==> config.mk <==
export PLATFORM = sky130hd
export DESIGN_NAME = vomc_ctrl
export DESIGN_NICKNAME = d
export VERILOG_FILES = /design/src/design/vomc_pkg.sv /design/src/design/vomc_win_decode.sv /design/src/design/vomc_ctrl.sv
export VERILOG_INCLUDE_DIRS = /design/src /design/src/design
export SDC_FILE = /design/constraint.sdc
export NUM_CORES = 1
export LEC_CHECK = 0
export BUFFER_PORTS_ARGS = -buffer_cell sky130_fd_sc_hd__buf_2
export CAP_MARGIN = 0
export CELL_PAD_IN_SITES_DETAIL_PLACEMENT = 0
export CELL_PAD_IN_SITES_GLOBAL_PLACEMENT = 1
export CORE_UTILIZATION = 28
export CTS_CLUSTER_DIAMETER = 60
export DETAILED_ROUTE_END_ITERATION = 8
export PLACE_DENSITY = 0.79
export SLEW_MARGIN = 25
export SYNTH_ARGS = -nofsm -noshare
export SYNTH_HDL_FRONTEND = slang
export SYNTH_HIERARCHICAL = 1
export SYNTH_SLANG_ARGS = --single-unit
==> constraint.sdc <==
create_clock -name mclk -period 1.6 [get_ports mclk]
set_input_delay 0.32 -clock mclk [delete_from_list [all_inputs] [get_ports mclk]]
set_output_delay 0.32 -clock mclk [all_outputs]
set_load 0.1 [all_outputs]
==> src/design/vomc_map.svh <==
// register offsets, field positions and reset values of the overlay control block
`ifndef VOMC_MAP_SVH
`define VOMC_MAP_SVH
`define VOMC_CTRL_OFFSET 8'h00
`define VOMC_CTRL_RESET 32'h00000000
`define VOMC_CTRL_RSVD_MASK 32'h0FFF7F7F
`define VOMC_BIT_W2_CKEY 27
`define VOMC_BIT_SEP_OUT 26
`define VOMC_BIT_IDX_FETCH 25
`define VOMC_BIT_W1_CAPT 24
`define VOMC_BIT_FIX_VINT 23
`define VOMC_BIT_ILACE_FR 22
`define VOMC_BIT_VINT 21
`define VOMC_BIT_W1_CKEY 20
`define VOMC_BIT_TOP_SEL 19
`define VOMC_GFX_FMT_LSB 16
`define VOMC_BIT_W2_DBL 14
`define VOMC_BIT_W2_HREP 13
`define VOMC_BIT_W2_AVG 12
`define VOMC_BIT_W2_EN 11
`define VOMC_W2_FMT_LSB 8
`define VOMC_BIT_W1_DBL 6
`define VOMC_BIT_W1_HREP 5
`define VOMC_BIT_W1_AVG 4
`define VOMC_BIT_W1_EN 3
`define VOMC_W1_FMT_LSB 0
`define VOMC_FIXED_VSCALE 8'h50
`define VOMC_BASE_OFFSET 32'h0040C000
`endif

==> src/design/vomc_pkg.sv <==
// types shared by the overlay control block
package vomc_pkg;
   typedef enum logic [2:0] {
      VOMC_FMT_IDX8 = 3'h0,
      VOMC_FMT_RGB555 = 3'h1,
      VOMC_FMT_RGB565 = 3'h2,
      VOMC_FMT_XRGB8888 = 3'h3,
      VOMC_FMT_RGB888P = 3'h4,
      VOMC_FMT_RGB332 = 3'h5,
      VOMC_FMT_YUV_A = 3'h6,
      VOMC_FMT_YUV_B = 3'h7
   } vomc_fmt_t;
   typedef struct packed {
      logic enable;
      logic colour_key_enable;
      logic horizontal_replicate;
      logic yuv_average;
      logic data_doubling;
      logic [2:0] pixel_format;
      logic is_yuv;
   } vomc_win_t;
   typedef struct packed {
      logic sel;
      logic wr;
      logic rd;
      logic [7:0] addr;
      logic [31:0] wdata;
   } vomc_req_t;
endpackage : vomc_pkg

==> src/design/vomc_win_decode.sv <==
// per-window decode of enable, format and scaling bits
`timescale 1ns/1ps
module vomc_win_decode
   import vomc_pkg::*;
(
   input wire logic enable,
   input wire logic colour_key_enable,
   input wire logic horizontal_replicate,
   input wire logic yuv_average,
   input wire logic data_doubling,
   input wire logic [2:0] pixel_format,
   output vomc_win_t win
);
   // codes 11x mean yuv 4:2:2 for video windows
   wire fmt_yuv = (pixel_format[2:1] == 2'h3);
   assign win = '{enable: enable, colour_key_enable: colour_key_enable,
                  horizontal_replicate: horizontal_replicate,
                  yuv_average: yuv_average, data_doubling: data_doubling,
                  pixel_format: pixel_format, is_yuv: fmt_yuv};
endmodule : vomc_win_decode

==> src/design/vomc_ctrl.sv <==
// overlay miscellaneous control register and the control fan-out it drives
`timescale 1ns/1ps
`include "vomc_map.svh"
module vomc_ctrl
   import vomc_pkg::*;
#(
   parameter int ADDR_W = 8,
   parameter int ADDR_BITS = 32
)
(
   input wire logic mclk,
   input wire logic sys_rst,
   input vomc_req_t req,
   output logic [31:0] rdata,
   output logic rvalid,
   input wire logic [ADDR_BITS-1:0] win1_start_reg,
   input wire logic [ADDR_BITS-1:0] capt_buf1_start,
   input wire logic [ADDR_BITS-1:0] capt_buf2_start,
   input wire logic capt_double_buffer,
   input wire logic capt_buf1_busy,
   output logic [ADDR_BITS-1:0] win1_source_start,
   output vomc_win_t win1,
   output vomc_win_t win2,
   output logic [2:0] graphics_pixel_format,
   output logic graphics_format_valid,
   output logic top_window_select,
   output logic vertical_interp_enable,
   output logic fixed_vertical_interp_enable,
   output logic [7:0] vertical_scale_fixed,
   output logic interlace_flicker_reduce,
   output logic separate_output_enable,
   output logic index_fetch_via_video_fifo,
   output logic win1_source_from_capture,
   output logic single_window_violation,
   output logic first_video_fifo_pace,
   output logic second_video_fifo_pace
);
   logic [31:0] misc_overlay_control;
   logic [31:0] next_misc_overlay_control;
   logic [ADDR_BITS-1:0] next_win1_source_start;
   logic pace1;
   logic pace2;
   logic [31:0] next_rdata;

   // address decode; the window of this block sits at base plus the fixed offset
   wire hit = req.sel && (req.addr == `VOMC_CTRL_OFFSET);
   wire do_wr = hit && req.wr;
   wire do_rd = req.sel && req.rd;

   // reserved bits are masked on write so they never steer anything
   assign next_misc_overlay_control = do_wr ? (req.wdata & `VOMC_CTRL_RSVD_MASK)
                                            : misc_overlay_control;

   // register read returns zero for unmapped offsets and reserved bits
   assign next_rdata = hit ? (misc_overlay_control & `VOMC_CTRL_RSVD_MASK) : 32'h00000000;

   // control register storage
   always_ff @(posedge mclk) begin
      if (sys_rst) begin
         misc_overlay_control <= `VOMC_CTRL_RESET;
      end else begin
         misc_overlay_control <= next_misc_overlay_control;
      end
   end

   // read data from flops, one cycle after the strobe
   always_ff @(posedge mclk) begin
      if (sys_rst) begin
         rdata <= 32'h00000000;
         rvalid <= 1'b0;
      end else begin
         rdata <= do_rd ? next_rdata : rdata;
         rvalid <= do_rd;
      end
   end

   // global controls fan out straight from the register bits
   assign separate_output_enable = misc_overlay_control[`VOMC_BIT_SEP_OUT];
   assign index_fetch_via_video_fifo = misc_overlay_control[`VOMC_BIT_IDX_FETCH];
   assign win1_source_from_capture = misc_overlay_control[`VOMC_BIT_W1_CAPT];
   assign fixed_vertical_interp_enable = misc_overlay_control[`VOMC_BIT_FIX_VINT];
   assign vertical_scale_fixed = fixed_vertical_interp_enable ? `VOMC_FIXED_VSCALE
                                                              : 8'h00;
   assign interlace_flicker_reduce = misc_overlay_control[`VOMC_BIT_ILACE_FR];
   assign vertical_interp_enable = misc_overlay_control[`VOMC_BIT_VINT];
   assign top_window_select = misc_overlay_control[`VOMC_BIT_TOP_SEL];
   assign graphics_pixel_format = misc_overlay_control[`VOMC_GFX_FMT_LSB +: 3];
   // 11x are reserved graphics codes; flagged so the pipe can ignore them
   assign graphics_format_valid = (graphics_pixel_format[2:1] != 2'h3);

   // software may not enable both windows with these features; flag it only
   assign single_window_violation = (interlace_flicker_reduce || vertical_interp_enable)
                                    && win1.enable && win2.enable;

   // window one fields
   vomc_win_decode u_win1 (
      .enable(misc_overlay_control[`VOMC_BIT_W1_EN]),
      .colour_key_enable(misc_overlay_control[`VOMC_BIT_W1_CKEY]),
      .horizontal_replicate(misc_overlay_control[`VOMC_BIT_W1_HREP]),
      .yuv_average(misc_overlay_control[`VOMC_BIT_W1_AVG]),
      .data_doubling(misc_overlay_control[`VOMC_BIT_W1_DBL]),
      .pixel_format(misc_overlay_control[`VOMC_W1_FMT_LSB +: 3]),
      .win(win1)
   );

   // window two fields
   vomc_win_decode u_win2 (
      .enable(misc_overlay_control[`VOMC_BIT_W2_EN]),
      .colour_key_enable(misc_overlay_control[`VOMC_BIT_W2_CKEY]),
      .horizontal_replicate(misc_overlay_control[`VOMC_BIT_W2_HREP]),
      .yuv_average(misc_overlay_control[`VOMC_BIT_W2_AVG]),
      .data_doubling(misc_overlay_control[`VOMC_BIT_W2_DBL]),
      .pixel_format(misc_overlay_control[`VOMC_W2_FMT_LSB +: 3]),
      .win(win2)
   );

   // window one start address select; double buffer swaps away from busy buffer
   assign next_win1_source_start =
      !win1_source_from_capture ? win1_start_reg :
      (capt_double_buffer && capt_buf1_busy) ? capt_buf2_start :
      capt_buf1_start;

   // registered so the fetch side sees a stable address
   always_ff @(posedge mclk) begin
      if (sys_rst) begin
         win1_source_start <= '0;
      end else begin
         win1_source_start <= next_win1_source_start;
      end
   end

   // fifo pacing: with doubling the fifo shifts on every other clock only;
   // paced on mclk here, the video clock pipe rescales as needed
   always_ff @(posedge mclk) begin
      if (sys_rst) begin
         pace1 <= 1'b0;
         pace2 <= 1'b0;
      end else begin
         pace1 <= win1.data_doubling ? !pace1 : 1'b0;
         pace2 <= win2.data_doubling ? !pace2 : 1'b0;
      end
   end
   assign first_video_fifo_pace = win1.data_doubling ? pace1 : 1'b1;
   assign second_video_fifo_pace = win2.data_doubling ? pace2 : 1'b1;
endmodule : vomc_ctrl

== Word level (Yosys, flattened, before mapping) ==
Index checks and enable logic that the tools add are counted.
W data, S select, Z words.
Cells by class
  equality and inequality tests: 3
  mux-type cells: 6
  bitwise logic cells: 2
  reduce and logical (&&, ||, !) cells: 12
Operators with widths (count)
  $mux W32: 2
  $mux W28: 1
  $logic_not A8 Y1: 1
  $mux W7: 1
  $logic_and A1 B1 Y1: 6
  $eq A2 B2 Y1 const B: 2
  $reduce_or A2 Y1: 2
  $logic_not A1 Y1: 2
  $mux W1: 2
  $ne A2 B2 Y1 const B: 1
  $not A1 Y1: 2
  $logic_or A1 B1 Y1: 1
Word-level totals
  register bits: 93
  output and inout port bits: 105

== Depth between registers and ports, before layout ==
  depth after elaboration: 3
  gate-level depth with buffers: 5

== Cells and area by module ==
Netlist, hierarchy kept.
By module, submodules not included
  vomc_ctrl: instances 1, cells an instance 490, area each 4200.3 sq um, seq. area each 1741.7 sq um
  vomc_win_decode: instances 2, cells an instance 10, area each 73.8 sq um, seq. area each 0.0 sq um

== Worst setup path before layout ==
OpenSTA, ideal clock, no wires.
  path kind: register to output
  from: register misc_overlay_control[21]
  to: output single_window_violation
  arrival time: 1.800 ns
  slack: -0.520 ns
  stages on the path, launching flop included: 2
  buffers on the path: 0
  cell sequence: dfxtp_1 > o211a_1
Between the ends
  word-level cells in the longest chain between the ends: 3
Ends and longest elaborated chain
  from (decl): RTL line vomc_ctrl.sv:38  | logic [31:0] misc_overlay_control;
  from (signal assigned): RTL line vomc_ctrl.sv:60  | misc_overlay_control <= `VOMC_CTRL_RESET;
  from (signal assigned): RTL line vomc_ctrl.sv:62  | misc_overlay_control <= next_misc_overlay_control;
  $logic_or A1 B1 Y1: RTL line vomc_ctrl.sv:92  | assign single_window_violation = (interlace_flicker_reduce || vertical_interp_enable)
  $logic_and A1 B1 Y1 (2 in a row): RTL line vomc_ctrl.sv:93  | && win1.enable && win2.enable;
  to (decl): RTL line vomc_ctrl.sv:34  | output logic single_window_violation,
Every way passes these cells.

== Worst setup path in the final report ==
  from: register misc_overlay_control[27]
  to: output win2[7] in the netlist's numbering
RTL lines
  to (decl): RTL line vomc_ctrl.sv:23  | output vomc_win_t win2,
No word-level cell between the ends.

==> metrics.txt <==
status completed; post-synthesis sequential area ratio 40.06%; gr busiest metal met2; Max-Slew Margin vs Limit 62.86%; I/O pins 248; Syn. warnings 6; initial core utilization 28.60%; Clock Latency Late Sink 0.35 ns; Syn Area/Cell 8.525 sq um; DP HPWL 10,790 um; 1st-iter DRT viols 332; CTS HTree Levels 3; critical path's largest stage delay 0.48 ns; GP Congestion 0.8211; Arr. time, crit path 1.24 ns; number of antenna violations at the first check in global routing 0; dominant synthesized flop cell dfxtp_1; DR WL/cell 16.72 um; Crit Path Class reg -> out; Die Span Y 126.6 um; Die X 126.6 um; number of flops mapped to enable cells by yosys 0; setup TNS 0 ns; Core ar. 0.01520 sq mm; CP bufs+invs 1; met2 Usage GRT 27.46%; fin nets 841; Remaining DRCs 0; top post-synthesis cells by area dfxtp_1 (40%), nand4_1 (7.5%), buf_4 (6.9%); Leak 2.696 nW; Total Routing Usage GR 18.36%; Pins Over Slew Limit 0; slowest CP cell buf_2; Antenna Nets Post-Route 0; Post-CTS Setup Inserts 0; DR vias 4,484; TritonCTS buffer count 9; vias in the first global route 3,924; Synth Instances 510; actual slew at the worst max-slew pin 0.5570 ns; CP Cell Sequence buf_2; min-delay worst type in -> reg; period utilization 97.36%; skew final 0.009331 ns; Post-Syn Area 0.004348 sq mm; Area Overhead vs Synth 36.78%; CP max FO 3; met1 GRT Util 26.29%; Final Hold Fails 0; Clk pin slew, worst setup/hold paths 0.06 ns; CP required 1.28 ns; area leader, netlist dfxtp_1; pin count of the biggest net entering global routing 53; FP Rows 45; layout cells sized above 1 43.81%; Top delay family on crit path buffers and inverters; Max-Cap Viols 0; WL final 14,900 um; CTS tree yes; RSZ-0062 raised after global routing no; Final setup viols 0; met3 usage 2.995%; PnR worst setup slack 0.04219 ns; clk root buf clkbuf_16; Async SR Flop Fraction 0%; first-pass GRT wire length 22,580 um; Avg Vias per Cell 5.033; Power Dens Cells 916.6 mW/mm^2; count of cell types in the netlist 26; Sink Count 87; gr ovfl total 0; Die ar. 0.01603 sq mm; hold buffers post-CTS 0; Setup crit end kind primary output; # port buffers 229; # diodes 0; Max Root-Sink Buffers 2; Worst VDD drop 0.4649 mV; Seq cells post-synth 87; pre-CTS WS -0.09301 ns; post-layout min period 1.558 ns; FMAX 641.9 MHz; Yosys top cell area share 40.06%; CP Launch Type flop; DRT Pass-1 Iters 4
-- per-stage QoR --
stage,hold slack [ns],area [sq um],std cells,total power [mW],util (%)
2_1_floorplan,0.4517,4399,521,2.995,-
3_3_place_gp,0.4374,5623,875,3.290,36.99
3_5_place_dp,0.4436,5623,875,3.290,36.99
4_1_cts,0.2062,5939,891,5.502,39.07
5_1_grt,0.2246,5947,891,5.647,39.12
6_report,0.2236,5947,891,5.451,39.12
-- power by group --
| group | leakage (nW) | internal (mW) | total (mW) | switching, mW |
|---|---|---|---|---|
| clock | 0.152 | 1.29 | 2.21 | 0.915 |
| combinational | 1.83 | 0.269 | 1.02 | 0.755 |
| sequential | 0.712 | 2.21 | 2.22 | 0.00980 |
-- path summary, 6_finish.rpt --
check	slack, ns	endpoint	from	cells after the start
min reg2reg	0.45	rdata[22]	rdata[22]	2
max reg2reg	0.45	win1_source_start[30]	misc_overlay_control[24]	3
min	0.22	misc_overlay_control[23]	req[23]	3
max	0.04	win2[7]	misc_overlay_control[27]	1
-- state kept, by name, indices dropped and copies added, names as in the netlist --
signal and count:
win1_source_start 32, misc_overlay_control 26, rdata 26, pace1 1, pace2 1, rvalid 1
-- cells in the final DEF, fill, tap and decap left out --
cell,synthesis,layout
clkbuf_8,0,2
nor4b_4,2,2
o31ai_2,20,20
nor2_4,0,1
or4b_1,2,2
bufinv_16,0,1
nor2_1,36,35
buf_4,40,21
nand2b_2,0,2
nand2_1,61,61
clkinvlp_4,0,1
nor3_2,1,1
dfxtp_1,87,83
dfxtp_2,0,4
nand4_1,52,52
a311oi_1,32,32
and2_1,2,2
o31ai_1,6,6
clkinv_2,0,2
nand3_1,32,32
a21oi_1,52,52
buf_12,2,18
or2_2,1,1
clkbuf_4,3,3
clkinv_4,0,1
conb_1,1,12
clkbuf_16,0,9
o211a_2,0,1
and3_1,26,26
buf_2,6,218
-- kinds of logic (layout without fill, tap and decap cells) --
logic type      Yosys count  in the layout  synth area share (%)
simple gates            217            217                 25.78
flops                    87             87                 40.06
buf+inv                  94            276                 14.62
compound gates          111            111                 19.45
other cells               1             12               0.08625
-- layer usage --
| layer | share of wire, % | vias up |
|---|---|---|
| li1 | - | 2197 |
| met1 | 47 | 2135 |
| met2 | 47 | 136 |
| met3 | 4.3 | 16 |
| met4 | 1.6 | 0 |
| met5 | 0 | - |
-- synthesized netlist by cell type, types with 2 or more instances --
master and instances:
nand4_1 52, dfxtp_1 87, nor4b_4 2, nor2_1 36, and2_1 2, buf_4 40
nand3_1 32, clkbuf_4 3, o31ai_1 6, clkbuf_1 32, nand2b_1 2, buf_2 6
nand2_1 61, buf_6 9, o31ai_2 20, a311oi_1 32, and3_1 26, buf_12 2
a21oi_1 52, or4b_1 2
-- what timing repair did --
action	in CTS	in global routing
endpoints found under the setup margin	3	3
gates resized for setup	3	3
gates cloned	0	0
-- final cells by class --
class,count,area (sq um)
multi-input cells,340,2024
fillers,1630,9255
clock buffers,11,252.7
clock inverters,5,56.30
flip-flops and latches,87,1747
repair buffers,260,1632
well taps,188,235.2
No activity file was read; power rests on OpenSTA's default activity.
